File: src/rtl/captf_pkg.sv
// package: register map, field positions and types of the center-aligned pwm timer
`default_nettype none

package captf_pkg;

  localparam int NCH = 2;                        // channel count
  localparam int AW  = 8;                        // axi address width

  // byte addresses of the timer registers
  localparam logic [7:0] ADDR_SC    = 8'h00;     // timer_status_control
  localparam logic [7:0] ADDR_CNT   = 8'h04;     // counter (read), reset (write)
  localparam logic [7:0] ADDR_MODL  = 8'h08;     // modulus_low_byte
  localparam logic [7:0] ADDR_MODH  = 8'h0C;     // modulus_high_byte
  // channel n sits at CH_BASE + n * CH_STRIDE
  localparam logic [7:0] CH_BASE    = 8'h10;
  localparam logic [7:0] CH_STRIDE  = 8'h10;
  localparam logic [7:0] CH_OFS_SC  = 8'h00;     // channel_status_control
  localparam logic [7:0] CH_OFS_VL  = 8'h04;     // channel_value_low_byte
  localparam logic [7:0] CH_OFS_VH  = 8'h08;     // channel_value_high_byte

  // timer_status_control bit positions
  localparam int SC_FLAG  = 7;                   // overflow_flag
  localparam int SC_IE    = 6;                   // overflow_irq_enable
  localparam int SC_CENTER_ALIGN_SELECT = 5;                   // center_align_select
  localparam int SC_RUN   = 3;                   // counter runs when set

  // channel_status_control bit positions
  localparam int CSC_FLAG = 7;                   // channel_flag
  localparam int CSC_IE   = 6;                   // channel_irq_enable
  localparam int CSC_MSB  = 5;                   // channel_mode_select_high
  localparam int CSC_MSA  = 4;                   // channel_mode_select_low
  localparam int CSC_ELSB = 3;                   // edge_level_select_high
  localparam int CSC_ELSA = 2;                   // edge_level_select_low

  // reset values
  localparam logic [15:0] CNT_RST = 16'h0000;
  localparam logic [15:0] MOD_RST = 16'h0000;
  localparam logic [15:0] CV_RST  = 16'h0000;
  localparam logic [15:0] CNT_MAX = 16'hFFFF;

  // axi responses
  localparam logic [1:0] RESP_OKAY   = 2'b00;
  localparam logic [1:0] RESP_SLVERR = 2'b10;

  // channel control fields as one carrier
  typedef struct packed {
    logic ie;
    logic ms_high;
    logic ms_low;
    logic els_high;
    logic els_low;
  } captf_chctl_t;

  localparam captf_chctl_t CHCTL_RST = '0;

  // effective channel mode, one-hot
  typedef enum logic [4:0] {
    MODE_OFF  = 5'b00001,
    MODE_IC   = 5'b00010,
    MODE_OC   = 5'b00100,
    MODE_EPWM = 5'b01000,
    MODE_CPWM = 5'b10000
  } captf_mode_t;

endpackage : captf_pkg

`default_nettype wire

File: src/rtl/captf_flag.sv
// one event flag with the read-then-write-zero clear sequence
`timescale 1ns/1ps
`default_nettype none

module captf_flag (
  input  wire logic aclk,
  input  wire logic aresetn,
  input  wire logic set_evt,
  input  wire logic rd_seen,
  input  wire logic wr_zero,
  output logic      flag
);

  logic armed;

  // a new event always wins and restarts the clear sequence
  always_ff @(posedge aclk) begin
    if (!aresetn) begin
      flag  <= 1'b0;
      armed <= 1'b0;
    end else if (set_evt) begin
      flag  <= 1'b1;
      armed <= 1'b0;
    end else if (wr_zero && armed) begin
      flag  <= 1'b0;
      armed <= 1'b0;
    end else if (rd_seen && flag) begin
      armed <= 1'b1;
    end
  end

endmodule : captf_flag

`default_nettype wire

File: src/rtl/captf_timer.sv
// center-aligned pwm timer with buffered reloads, channel flags and axi4-lite registers
//
// The AXI4-Lite interface to the registers and the placing of the registers were chosen for this implementation.
`timescale 1ns/1ps
`default_nettype none

// Functional notes
// - center mode counts zero up to modulus and back down; period twice modulus.
// - channel value zero or bit 15 set gives zero duty in center mode.
// - positive channel value above nonzero modulus gives full duty in center mode.
// - low polarity bit clear: up match drives low, down match drives high.
// - byte writes fill holding buffers; load after both bytes and counter reversal.
// - waiting for reversal applies to pwm channels only, not output compare.
// - center pwm buffers update together with the modulus at the reversal from the modulus; edge pwm values load at count zero, one clock after the modulus.
// - writing timer status control discards pending modulus bytes.
// - writing channel status control discards that channel's pending value bytes.
// - enabled interrupt request is a level while its flag is one.
// - flag clears only after read while set, then write of zero.
// - event between read and zero write restarts sequence, flag stays set.
// - up-count mode sets overflow flag on wrap to zero from terminal count.
// - up/down mode sets overflow flag when counter reverses from modulus.
// - input capture edge select chooses rising, falling, either or none.
// - output compare sets channel flag each time counter equals channel value.
// - edge pwm sets channel flag on the match ending the active part.
// - center pwm sets channel flag on both matches of each period.
// - zero and terminal counts each last one clock in up/down counting.
module captf_timer (
  input  wire logic                            aclk,
  input  wire logic                            aresetn,
  input  wire logic [captf_pkg::AW-1:0]        s_axi_awaddr,
  input  wire logic                            s_axi_awvalid,
  output logic                                 s_axi_awready,
  input  wire logic [31:0]                     s_axi_wdata,
  input  wire logic [3:0]                      s_axi_wstrb,
  input  wire logic                            s_axi_wvalid,
  output logic                                 s_axi_wready,
  output logic [1:0]                           s_axi_bresp,
  output logic                                 s_axi_bvalid,
  input  wire logic                            s_axi_bready,
  input  wire logic [captf_pkg::AW-1:0]        s_axi_araddr,
  input  wire logic                            s_axi_arvalid,
  output logic                                 s_axi_arready,
  output logic [31:0]                          s_axi_rdata,
  output logic [1:0]                           s_axi_rresp,
  output logic                                 s_axi_rvalid,
  input  wire logic                            s_axi_rready,
  input  wire logic [captf_pkg::NCH-1:0]       chan_in,
  output logic      [captf_pkg::NCH-1:0]       chan_out,
  output logic      [captf_pkg::NCH-1:0]       chan_oe,
  output logic                                 overflow_irq,
  output logic      [captf_pkg::NCH-1:0]       channel_irq
);

  localparam int NCH = captf_pkg::NCH;

  // register decode: returns 0 timer regs, 1..NCH channel, or NCH+1 unmapped
  function automatic logic [2:0] dec_unit(input logic [7:0] a);
    logic [7:0] rel;
    rel = a - captf_pkg::CH_BASE;
    if (a[1:0] != 2'b00)
      dec_unit = 3'(NCH + 1);
    else if (a < captf_pkg::CH_BASE)
      dec_unit = 3'd0;
    else if (rel[7:4] < 4'(NCH) && rel[3:0] <= captf_pkg::CH_OFS_VH[3:0])
      dec_unit = 3'(rel[7:4]) + 3'd1;
    else
      dec_unit = 3'(NCH + 1);
  endfunction : dec_unit

  // offset within the unit
  function automatic logic [7:0] dec_ofs(input logic [7:0] a);
    dec_ofs = {4'h0, a[3:0]};
  endfunction : dec_ofs

  // effective mode of one channel from its control and the center select
  function automatic captf_pkg::captf_mode_t ch_mode(input captf_pkg::captf_chctl_t c,
                                                      input logic center_align_select);
    if (center_align_select)
      ch_mode = (c.els_high | c.els_low) ? captf_pkg::MODE_CPWM : captf_pkg::MODE_OFF;
    else if (c.ms_high)
      ch_mode = captf_pkg::MODE_EPWM;
    else if (c.ms_low)
      ch_mode = captf_pkg::MODE_OC;
    else
      ch_mode = captf_pkg::MODE_IC;
  endfunction : ch_mode

  // control and state
  logic                         ovf_ie;
  logic                         center_align_select;
  logic                         run;
  logic [15:0]                  cnt;
  logic                         dir_down;
  logic [15:0]                  mod_work;
  logic [15:0]                  mod_buf;
  logic                         mod_lo_done;
  logic                         mod_hi_done;
  logic                         ovf_flag;
  captf_pkg::captf_chctl_t      chctl    [NCH];
  logic [15:0]                  cv_work  [NCH];
  logic [15:0]                  cv_buf   [NCH];
  logic                         cv_lo_done [NCH];
  logic                         cv_hi_done [NCH];
  logic [NCH-1:0]               ch_flag;
  logic [NCH-1:0]               in_prev;
  logic [NCH-1:0]               level;
  captf_pkg::captf_mode_t       mode     [NCH];

  // bus decode signals
  logic                         wr_take;
  logic                         rd_take;
  logic [2:0]                   w_unit;
  logic [7:0]                   w_ofs;
  logic [2:0]                   r_unit;
  logic [7:0]                   r_ofs;
  logic                         w_lane0;
  logic [7:0]                   wbyte;
  logic                         sc_wr;
  logic                         cnt_wr;
  logic                         modl_wr;
  logic                         modh_wr;
  logic [NCH-1:0]               csc_wr;
  logic [NCH-1:0]               cvl_wr;
  logic [NCH-1:0]               cvh_wr;
  logic                         sc_rd;
  logic [NCH-1:0]               csc_rd;
  logic [31:0]                  next_rdata;
  logic                         next_rerr;

  // counter events
  logic [15:0]                  terminal;
  logic                         tick;
  logic                         ovf_evt;
  logic                         mod_load;
  logic [NCH-1:0]               match;
  logic [NCH-1:0]               ch_evt;

  // both address and data are taken together; no outstanding write
  assign wr_take       = s_axi_awvalid && s_axi_wvalid && !s_axi_bvalid;
  assign s_axi_awready = wr_take;
  assign s_axi_wready  = wr_take;
  assign rd_take       = s_axi_arvalid && !s_axi_rvalid;
  assign s_axi_arready = !s_axi_rvalid;

  assign w_unit  = dec_unit(s_axi_awaddr);
  assign w_ofs   = dec_ofs(s_axi_awaddr);
  assign r_unit  = dec_unit(s_axi_araddr);
  assign r_ofs   = dec_ofs(s_axi_araddr);
  // registers are bytes, so only lane 0 carries a write
  assign w_lane0 = wr_take && s_axi_wstrb[0];
  assign wbyte   = s_axi_wdata[7:0];

  // timer register strobes
  assign sc_wr   = w_lane0 && w_unit == 3'd0 && w_ofs == captf_pkg::ADDR_SC;
  assign cnt_wr  = w_lane0 && w_unit == 3'd0 && w_ofs == captf_pkg::ADDR_CNT;
  assign modl_wr = w_lane0 && w_unit == 3'd0 && w_ofs == captf_pkg::ADDR_MODL;
  assign modh_wr = w_lane0 && w_unit == 3'd0 && w_ofs == captf_pkg::ADDR_MODH;
  assign sc_rd   = rd_take && r_unit == 3'd0 && r_ofs == captf_pkg::ADDR_SC;

  // channel register strobes
  always_comb begin
    for (int n = 0; n < NCH; n++) begin
      csc_wr[n] = w_lane0 && w_unit == 3'(n + 1) && w_ofs == captf_pkg::CH_OFS_SC;
      cvl_wr[n] = w_lane0 && w_unit == 3'(n + 1) && w_ofs == captf_pkg::CH_OFS_VL;
      cvh_wr[n] = w_lane0 && w_unit == 3'(n + 1) && w_ofs == captf_pkg::CH_OFS_VH;
      csc_rd[n] = rd_take && r_unit == 3'(n + 1) && r_ofs == captf_pkg::CH_OFS_SC;
      mode[n]   = ch_mode(chctl[n], center_align_select);
    end
  end

  // timer control fields
  always_ff @(posedge aclk) begin
    if (!aresetn) begin
      ovf_ie <= 1'b0;
      center_align_select  <= 1'b0;
      run    <= 1'b0;
    end else if (sc_wr) begin
      ovf_ie <= wbyte[captf_pkg::SC_IE];
      center_align_select  <= wbyte[captf_pkg::SC_CENTER_ALIGN_SELECT];
      run    <= wbyte[captf_pkg::SC_RUN];
    end
  end

  // free-running terminal is all ones when the modulus is zero
  assign terminal = (mod_work == 16'h0000) ? captf_pkg::CNT_MAX : mod_work;
  assign tick     = run && !cnt_wr;
  // up/down: flag at the reversal from the modulus; up: flag at wrap
  assign ovf_evt  = tick && (center_align_select ? (!dir_down && cnt == mod_work)
                                   : (cnt == terminal));

  // main counter; both turning points are held for exactly one tick
  always_ff @(posedge aclk) begin
    if (!aresetn) begin
      cnt      <= captf_pkg::CNT_RST;
      dir_down <= 1'b0;
    end else if (cnt_wr) begin
      cnt      <= captf_pkg::CNT_RST;
      dir_down <= 1'b0;
    end else if (!center_align_select) begin
      dir_down <= 1'b0;
      if (run)
        cnt <= (cnt == terminal) ? 16'h0000 : cnt + 16'h0001;
    end else if (run) begin
      if (!dir_down && cnt == mod_work) begin
        cnt      <= cnt - 16'h0001;
        dir_down <= 1'b1;
      end else if (dir_down && cnt == 16'h0000) begin
        cnt      <= 16'h0001;
        dir_down <= 1'b0;
      end else begin
        cnt <= dir_down ? cnt - 16'h0001 : cnt + 16'h0001;
      end
    end
  end

  // modulus loads at the period end, or at once while the counter is stopped
  assign mod_load = mod_lo_done && mod_hi_done && (ovf_evt || !run);

  // modulus holding buffer and byte pairing
  always_ff @(posedge aclk) begin
    if (!aresetn) begin
      mod_buf     <= captf_pkg::MOD_RST;
      mod_work    <= captf_pkg::MOD_RST;
      mod_lo_done <= 1'b0;
      mod_hi_done <= 1'b0;
    end else if (sc_wr) begin
      mod_lo_done <= 1'b0;
      mod_hi_done <= 1'b0;
    end else begin
      // load first so a byte landing in the load cycle opens the next pair
      if (mod_load) begin
        mod_work    <= mod_buf;
        mod_lo_done <= 1'b0;
        mod_hi_done <= 1'b0;
      end
      if (modl_wr) begin
        mod_buf[7:0] <= wbyte;
        mod_lo_done  <= 1'b1;
      end
      if (modh_wr) begin
        mod_buf[15:8] <= wbyte;
        mod_hi_done   <= 1'b1;
      end
    end
  end

  // channel compare and capture events
  always_comb begin
    for (int n = 0; n < NCH; n++) begin
      match[n] = tick && cnt == cv_work[n];
      unique case (mode[n])
        captf_pkg::MODE_IC:
          ch_evt[n] = run && unique0_edge(chctl[n], chan_in[n], in_prev[n]);
        captf_pkg::MODE_OC,
        captf_pkg::MODE_EPWM,
        captf_pkg::MODE_CPWM:
          ch_evt[n] = match[n];
        default:
          ch_evt[n] = 1'b0;
      endcase
    end
  end

  // selected input edge: 01 rising, 10 falling, 11 either, 00 none
  function automatic logic unique0_edge(input captf_pkg::captf_chctl_t c,
                                        input logic now, input logic prev);
    unique0_edge = (c.els_low && now && !prev) || (c.els_high && !now && prev);
  endfunction : unique0_edge

  // channel control and input history
  always_ff @(posedge aclk) begin
    if (!aresetn) begin
      for (int n = 0; n < NCH; n++)
        chctl[n] <= captf_pkg::CHCTL_RST;
      in_prev <= '0;
    end else begin
      in_prev <= chan_in;
      for (int n = 0; n < NCH; n++) begin
        if (csc_wr[n])
          chctl[n] <= wbyte[captf_pkg::CSC_IE:captf_pkg::CSC_ELSA];
      end
    end
  end

  // channel value buffers: compare loads at once, pwm waits for its period boundary
  always_ff @(posedge aclk) begin
    if (!aresetn) begin
      for (int n = 0; n < NCH; n++) begin
        cv_buf[n]     <= captf_pkg::CV_RST;
        cv_work[n]    <= captf_pkg::CV_RST;
        cv_lo_done[n] <= 1'b0;
        cv_hi_done[n] <= 1'b0;
      end
    end else begin
      for (int n = 0; n < NCH; n++) begin
        if (csc_wr[n]) begin
          cv_lo_done[n] <= 1'b0;
          cv_hi_done[n] <= 1'b0;
        end else begin
          if (cv_lo_done[n] && cv_hi_done[n] &&
              (!run || mode[n] == captf_pkg::MODE_OC ||
               (mode[n] == captf_pkg::MODE_EPWM && tick && cnt == 16'h0000) ||
               (mode[n] == captf_pkg::MODE_CPWM && ovf_evt))) begin
            cv_work[n]    <= cv_buf[n];
            cv_lo_done[n] <= 1'b0;
            cv_hi_done[n] <= 1'b0;
          end
          if (cvl_wr[n]) begin
            cv_buf[n][7:0] <= wbyte;
            cv_lo_done[n]  <= 1'b1;
          end
          if (cvh_wr[n]) begin
            cv_buf[n][15:8] <= wbyte;
            cv_hi_done[n]   <= 1'b1;
          end
        end
        // capture overrides any pending load
        if (mode[n] == captf_pkg::MODE_IC && ch_evt[n])
          cv_work[n] <= cnt;
      end
    end
  end

  // channel pin levels; pwm active level is high when the low polarity bit is clear
  always_ff @(posedge aclk) begin
    if (!aresetn) begin
      level <= '0;
    end else begin
      for (int n = 0; n < NCH; n++) begin
        unique case (mode[n])
          captf_pkg::MODE_OC: begin
            if (match[n])
              level[n] <= chctl[n].els_low & (chctl[n].els_high | ~level[n]);
          end
          captf_pkg::MODE_EPWM: begin
            // match wins over overflow so a zero value gives zero duty
            if (match[n])
              level[n] <= chctl[n].els_low;
            else if (tick && cnt == 16'h0000)
              level[n] <= ~chctl[n].els_low;
          end
          captf_pkg::MODE_CPWM: begin
            if (cv_work[n] == 16'h0000 || cv_work[n][15])
              level[n] <= chctl[n].els_low;
            else if (cv_work[n] > mod_work && mod_work != 16'h0000)
              level[n] <= ~chctl[n].els_low;
            else if (match[n])
              level[n] <= dir_down ^ chctl[n].els_low;
          end
          default: begin
            level[n] <= level[n];
          end
        endcase
      end
    end
  end

  assign chan_out = level;

  // pins are driven only in output modes with a nonzero level select
  always_comb begin
    for (int n = 0; n < NCH; n++)
      chan_oe[n] = mode[n] != captf_pkg::MODE_IC && mode[n] != captf_pkg::MODE_OFF &&
                   (chctl[n].els_high || chctl[n].els_low);
  end

  // overflow flag and per-channel flags share the two-step clear
  captf_flag u_ovf_flag (
    .aclk    (aclk),
    .aresetn (aresetn),
    .set_evt (ovf_evt),
    .rd_seen (sc_rd),
    .wr_zero (sc_wr && !wbyte[captf_pkg::SC_FLAG]),
    .flag    (ovf_flag)
  );

  for (genvar g = 0; g < NCH; g++) begin : g_chflag
    captf_flag u_ch_flag (
      .aclk    (aclk),
      .aresetn (aresetn),
      .set_evt (ch_evt[g]),
      .rd_seen (csc_rd[g]),
      .wr_zero (csc_wr[g] && !wbyte[captf_pkg::CSC_FLAG]),
      .flag    (ch_flag[g])
    );
  end

  // static interrupt levels
  assign overflow_irq = ovf_flag && ovf_ie;
  always_comb begin
    for (int n = 0; n < NCH; n++)
      channel_irq[n] = ch_flag[n] && chctl[n].ie;
  end

  // read multiplexer
  always_comb begin
    next_rdata = 32'h0000_0000;
    next_rerr  = 1'b0;
    if (r_unit == 3'd0) begin
      unique case (r_ofs)
        captf_pkg::ADDR_SC:
          next_rdata[7:0] = {ovf_flag, ovf_ie, center_align_select, 1'b0, run, 3'b000};
        captf_pkg::ADDR_CNT:  next_rdata[15:0] = cnt;
        captf_pkg::ADDR_MODL: next_rdata[7:0]  = mod_work[7:0];
        captf_pkg::ADDR_MODH: next_rdata[7:0]  = mod_work[15:8];
        default:              next_rerr = 1'b1;
      endcase
    end else if (r_unit <= 3'(NCH)) begin
      for (int n = 0; n < NCH; n++) begin
        if (r_unit == 3'(n + 1)) begin
          unique case (r_ofs)
            captf_pkg::CH_OFS_SC: next_rdata[7:0] = {ch_flag[n], chctl[n], 2'b00};
            captf_pkg::CH_OFS_VL: next_rdata[7:0] = cv_work[n][7:0];
            captf_pkg::CH_OFS_VH: next_rdata[7:0] = cv_work[n][15:8];
            default:              next_rerr = 1'b1;
          endcase
        end
      end
    end else begin
      next_rerr = 1'b1;
    end
  end

  // write response
  always_ff @(posedge aclk) begin
    if (!aresetn) begin
      s_axi_bvalid <= 1'b0;
      s_axi_bresp  <= captf_pkg::RESP_OKAY;
    end else if (wr_take) begin
      s_axi_bvalid <= 1'b1;
      s_axi_bresp  <= (w_unit > 3'(NCH)) ? captf_pkg::RESP_SLVERR : captf_pkg::RESP_OKAY;
    end else if (s_axi_bready) begin
      s_axi_bvalid <= 1'b0;
    end
  end

  // read response
  always_ff @(posedge aclk) begin
    if (!aresetn) begin
      s_axi_rvalid <= 1'b0;
      s_axi_rdata  <= 32'h0000_0000;
      s_axi_rresp  <= captf_pkg::RESP_OKAY;
    end else if (rd_take) begin
      s_axi_rvalid <= 1'b1;
      s_axi_rdata  <= next_rdata;
      s_axi_rresp  <= next_rerr ? captf_pkg::RESP_SLVERR : captf_pkg::RESP_OKAY;
    end else if (s_axi_rready) begin
      s_axi_rvalid <= 1'b0;
    end
  end

endmodule : captf_timer

`default_nettype wire

File: config.mk
export PLATFORM = sky130hd
export DESIGN_NAME = captf_timer
export DESIGN_NICKNAME = d
export VERILOG_FILES = /design/src/rtl/captf_pkg.sv /design/src/rtl/captf_flag.sv /design/src/rtl/captf_timer.sv
export SDC_FILE = /design/constraint.sdc
export NUM_CORES = 1
export LEC_CHECK = 0
export ABC_AREA = 1
export ABC_CLOCK_PERIOD_IN_PS = 2770
export BUFFER_PORTS_ARGS = -buffer_cell sky130_fd_sc_hd__buf_2
export CAP_MARGIN = 20
export CORE_MARGIN = 1.5
export CORE_UTILIZATION = 52
export CTS_CLUSTER_DIAMETER = 200
export CTS_CLUSTER_SIZE = 10
export DETAILED_ROUTE_END_ITERATION = 8
export GPL_TIMING_DRIVEN = 0
export MAX_ROUTING_LAYER = met4
export PLACE_DENSITY = 0.75
export SLEW_MARGIN = 5
export SYNTH_ARGS = -nofsm -noshare
export SYNTH_HDL_FRONTEND = slang
export SYNTH_SLANG_ARGS = --single-unit
File: constraint.sdc
create_clock -name aclk -period 2.77 [get_ports aclk]
set_clock_uncertainty 0.1 [all_clocks]
set_input_delay 0.1385 -clock aclk [delete_from_list [all_inputs] [get_ports aclk]]
set_output_delay 0.1385 -clock aclk [all_outputs]
set_load 0.005 [all_outputs]
Word-level counts from Yosys, hierarchy flattened
Memories as Yosys holds them, arrays and structs flattened.
Cells that the tools add are included.
{ "op_classes": {"bitwise_logic": 37, "reduce_logical": 134, "order_cmp": 10, "add_sub_neg": 6, "n_eq_ne": 32, "mux": 131} }
{ "op_table": {"columns": ["cell", "count"], "rows": [
  ["$mux W16", 12],
  ["$mux W1", 84],
  ["$mux W8", 10],
  ["$logic_and A1 B1 Y1", 74],
  ["$eq A16 B16 Y1", 4],
  ["$logic_not A16 Y1", 4],
  ["$pmux W8 S3", 2],
  ["$gt A16 B16 Y1", 2],
  ["$pmux W8 S4", 1],
  ["$mux W5", 6],
  ["$or A1 B1 Y1", 26],
  ["$mux W3", 8],
  ["$reduce_or A3 Y1", 7],
  ["$reduce_bool A2 Y1", 10],
  ["$add A16 B1 Y16 const B", 1],
  ["$eq A4 B4 Y1 const B", 4],
  ["$logic_not A8 Y1", 2],
  ["$lt A8 B5 Y1 const B", 2],
  ["$reduce_bool A16 Y1", 1],
  ["$sub A16 B1 Y16 const B", 1],
  ["$sub A8 B5 Y8 const B", 2],
  ["$logic_or A1 B1 Y1", 13],
  ["$eq A5 B2 Y1 const B", 2],
  ["$eq A5 B3 Y1 const B", 2],
  ["other kinds (29)", 70]
]} }
{ "totals": {"regBits": 86, "word_cells": 379, "out_inout_bits": 48, "n_memories": 5, "ram_bits": 78} }
{ "mem_list": {"columns": ["name", "depth", "word_bits", "rd", "rd_ports_with_merged_regs", "write_ports", "line_no", "text"], "rows": [
  ["cv_buf", 2, 16, 2, 0, 2, "captf_timer.sv:101", "logic [15:0] cv_buf [NCH];"],
  ["cv_work", 2, 16, 2, 0, 2, "captf_timer.sv:100", "logic [15:0] cv_work [NCH];"],
  ["chctl", 2, 5, 2, 0, 2, "captf_timer.sv:99", "captf_pkg::captf_chctl_t chctl [NCH];"],
  ["cv_hi_done", 2, 1, 2, 0, 2, "captf_timer.sv:103", "logic cv_hi_done [NCH];"],
  ["cv_lo_done", 2, 1, 2, 0, 2, "captf_timer.sv:102", "logic cv_lo_done [NCH];"]
]} }

Logic depth before layout (Yosys ltp)
{ "depth": {"word_depth": 22, "mapped_depth": 20} }

Cells and area by module
Synthesis repeated with hierarchy kept, for this count alone.
{ "unflattened": {"hier_cells": 1445, "area_unflattened_um2": 10545.1} }
{ "by_module_without_submodules": {"columns": ["mod", "cells_per_inst", "seq_area_each_um2", "area_each_um2", "instances"], "rows": [
  ["captf_timer", 1415, 3903.7, 10312.4, 1],
  ["captf_flag", 10, 40.0, 77.6, 3]
]} }

Worst setup path after synthesis
Ideal clock, no wire load.
{ "synth_path": {"kind": "register -> register", "startpoint": "register cnt[0]", "endpoint": "memory cv_work[0][0] (enable)", "setup_ps": 375, "stages_incl_launch_ff": 16, "arrival_time_ps": 2232, "n_path_buf": 1, "slack_ps": 63, "synth_period_minus_slack_ps": 2707, "t_required_ps": 2295, "cell_sequence": "dfxtp_1 > buf_2 > inv_1 > ha_1 > nand3_2 > nor2_4 > nand4_2 > nor2_1 > nand2_1 > nor3_4 > nand3_1 > nand2_1 > inv_1 > nand2_1 > nand2_2 > nand3_1"} }
{ "synth_rtl": {"columns": ["element", "line_no", "text"], "rows": [
  ["from (decl)", "captf_timer.sv:92", "logic [15:0] cnt;"],
  ["from (signal assigned)", "captf_timer.sv:194", "cnt <= captf_pkg::CNT_RST;"],
  ["from (signal assigned)", "captf_timer.sv:197", "cnt <= captf_pkg::CNT_RST;"],
  ["from (signal assigned)", "captf_timer.sv:202", "cnt <= (cnt == terminal) ? 16'h0000 : cnt + 16'h0001;"],
  ["to (decl)", "captf_timer.sv:100", null]
]} }

==> key figures <==
Placed design
  – Routability cong.: roughly 1
  – Port bufs: 63
  – DP HPWL: 28,700 um
  – Placed insts: roughly 1,800
  – DP Area: 11,400 um^2

Die
  – Die area: between 20,000 and 25,000 um^2
  – Die H: 146 um
  – FP Rows: 52
  – Io pins: 109
  – Core area: 20,200 um^2
  – Die W: 146 um
  – Starting Density: between 50% and 60%

Hold path
  – Worst Hold Class: in2reg
  – Min-Delay Path Depth: 3

Final layout
  – Most frequent cells in the layout: nand2_1 (369), nor2_1 (172), inv_1 (131)
  – Fin cells: approximately 1,900
  – Layout area overhead: 17.4%
  – Nets@finish: 1,709
  – Design area: 12,500 um^2
  – Commonest non-fill, non-tap cell in the layout: nand2_1
  – Share of cells above drive strength 1: 17.7%

CTS
  – Root Buffer: clkbuf_16
  – CTS sink count: 162
  – Num CTS Buffers: 17
  – Clk slew on worst S/H paths: around 0.070 ns
  – CTS tree: built
  – H-tree Lvls: 4
  – Skew-Pair Late Insertion Delay: 0.43 ns
  – Longest Clk Path Bufs: 2

Synth
  – Top_reg_cell synth: dfxtp_1
  – Share of the synthesized area in the top cell type: approximately 22%
  – Cells after Synth: 1,467
  – Synth cell types: 57
  – Post-Syn Area per Cell: 7.27 um^2
  – Yosys reg bits: 162
  – Number of flops mapped to enable cells by yosys: between 70 and 80
  – Synth area leaders: edfxtp_1 (22%), dfxtp_1 (16%), nand2_1 (13%)
  – Seq/Total Area, Yosys: 37.7%
  – Synth area leader: edfxtp_1
  – Asr flop ratio synth: 0%
  – Synth Warn #: 0
  – Post-Syn Area: 10,700 um^2

Drt
  – Vias per inst: 5.70
  – Pre-antenna DRT Iters: 6
  – Post-route ant nets: 0
  – Drt initial violations: about 1,400
  – DRC viols: 0
  – DR vias: around 11,000
  – Total wire length: 38,500 um
  – Average wire per standard cell: 20.3 um

Run
  – Max Cap Violations: 0

Global route
  – Vias in the first global route: 9,394
  – Initial antenna violation count: 0
  – First-pass GRT wire length: 56,600 um
  – Total track usage: 36.6%
  – Largest net degree at the start of global routing: 17
  – Congestion Overflow GR: 0

Power and ir drop
  – Pleak: a little under 6 nW
  – Pwr per Cell Area: 432 nW/um^2
  – IR drop worst, VDD: 0.423 mV

Worst setup path
  – Reg2reg setup slack: 0.04 ns
  – CP max-delay cell: clkbuf_1
  – Critical path required time: 2.85 ns
  – CP max stage delay: 0.66 ns
  – Worst R2R Path Depth: 11
  – CP dominant cell by count: nand2_1
  – Crit end category: flip-flop
  – CP Launch Type: flip-flop
  – Critical path cell sequence: buf_2, inv_1, clkbuf_1, nor2_1, nand3_1, nand2_2, nand2_4, nand3_4, buf_6, nand2_1, nand2_1
  – Crit Path Max Fanout: 10
  – CP arrival: 2.81 ns
  – Critical path class: reg2reg

STA
  – Period Utilization, post-route: between 90% and 100%
  – Final hold vios: 0
  – Max-slew headroom: around 41%
  – Setup_tns: 0 ns
  – Worst Max-Slew Pin Slew: 0.892 ns
  – # setup viols final: 0
  – Min Tclk post-route: 2.73 ns
  – Hold_ws: 0.00895 ns
  – Fmax: around 370 MHz
  – Final count of pins violating max slew: 0

Status
  – Run status: finished, final reports clean
==> layer usage <==
metal	global-route usage, %	wire length, um	share of wire (%)	vias up
li1	-	-	-	5113
met1	50.0	16100	42	4942
met2	53.8	16500	43	646
met3	6.34	4230	11	104
met4	14.7	1710	4.4	0
met5	-	0	0	-
==> per-stage QoR <==
| stage | worst slack [ns] | power [mW] | util (%) |
|---|---|---|---|
| after floorplan | 0.0631 | 2.92 | - |
| after global placement | -0.889 | 3.07 | 56.4 |
| after detailed placement | -0.905 | 3.08 | 56.4 |
| after CTS | 0.000918 | 5.40 | 60.5 |
| after global routing | -0.0442 | 5.55 | 62.0 |
| final | 0.0421 | 5.41 | 62.0 |
==> Yosys cell counts, types with 2 or more instances <==
library cell / number
o21a_1: 4
o31ai_1: 5
xor2_1: 32
nand2_1: 375
o21ai_0: 83
o2111ai_1: 2
nand2_2: 10
edfxtp_1: 78
nand3_2: 4
inv_1: 142
nor4_1: 10
a21boi_0: 7
o21bai_1: 3
buf_4: 22
nand3_1: 61
inv_2: 21
clkbuf_1: 23
a21oi_2: 2
buf_6: 11
nor2_2: 7
ha_1: 37
a31oi_1: 6
buf_1: 3
a21oi_1: 82
o211ai_1: 13
nor3_4: 2
clkinv_1: 2
nor3_1: 20
nor2_4: 6
a21boi_1: 9
nand2_4: 2
or2_2: 8
o21ai_1: 7
nand3_4: 2
o22ai_1: 15
a221oi_1: 2
dfxtp_1: 84
nor2_1: 174
xnor2_1: 11
nand4_2: 3
buf_2: 18
nand4_1: 36
a211oi_1: 9
==> registers in the layout, summed over array words and instances (netlist names), 2 cells and up <==
name                      cells
chctl                        10
g_chflag.u_ch_flag.armed      2
in_prev                       2
cv_lo_done                    2
g_chflag.u_ch_flag.flag       2
cv_buf                       32
s_axi_rdata                  16
cnt                          16
cv_hi_done                    2
chan_out                      2
mod_buf                      16
mod_work                     16
cv_work                      32
==> where the power goes <==
| group | switching (mW) | leakage [nW] | internal (mW) |
|---|---|---|---|
| Clock | 1.07 | 0.282 | 1.28 |
| Combinational | 0.277 | 4.13 | 0.163 |
| Sequential | 0.0576 | 1.51 | 2.56 |
==> kinds of logic after synthesis <==
| family | count (synthesis) | share of synthesized area, % |
|---|---|---|
| buffers and inverters | 244 | 10.4 |
| adder cells (fa/ha/maj) | 37 | 4.34 |
| flip-flops | 162 | 37.7 |
| XOR/XNOR | 43 | 3.53 |
| AO/OA/AOI/OAI | 254 | 13.7 |
| AND/OR/NAND/NOR | 726 | 30.2 |
| other | 1 | 0.0352 |
==> path summary, 6_finish.rpt <==
kind	from	end
setup / recovery	center_align_select	cv_work[1][4]
setup reg to reg	center_align_select	cv_work[1][4]
hold / removal	s_axi_wdata[4]	mod_buf[12]
hold reg to reg	s_axi_rdata[8]	s_axi_rdata[8]
==> worst max-delay path: cells and delay by family (launching register included) <==
family        cells  cell delay, ns
buf+inv           4            1.14
flops             1            0.32
simple gates      7            0.89
==> layout make-up <==
class | count | area, um^2
sequential | 162 | 4030
antenna | 2 | 5.00
tap | 270 | 338
timing repair buffer | 108 | 698
buffer | 76 | 493
fill | 1884 | 7650
clock inverter | 11 | 88.8
multi-input combinational | 1079 | 5720
clock buffer | 21 | 483
inverter | 167 | 659
==> repair_timing <==
item,in CTS,in global routing
buffers inserted,6,28
pin swaps,4,9
gates resized for setup,24,34
hold buffers,10,0
endpoints found under the hold margin,13,0
gates cloned,2,0
endpoints found under the setup margin,86,95
Power figures use the tool's default switching activity.
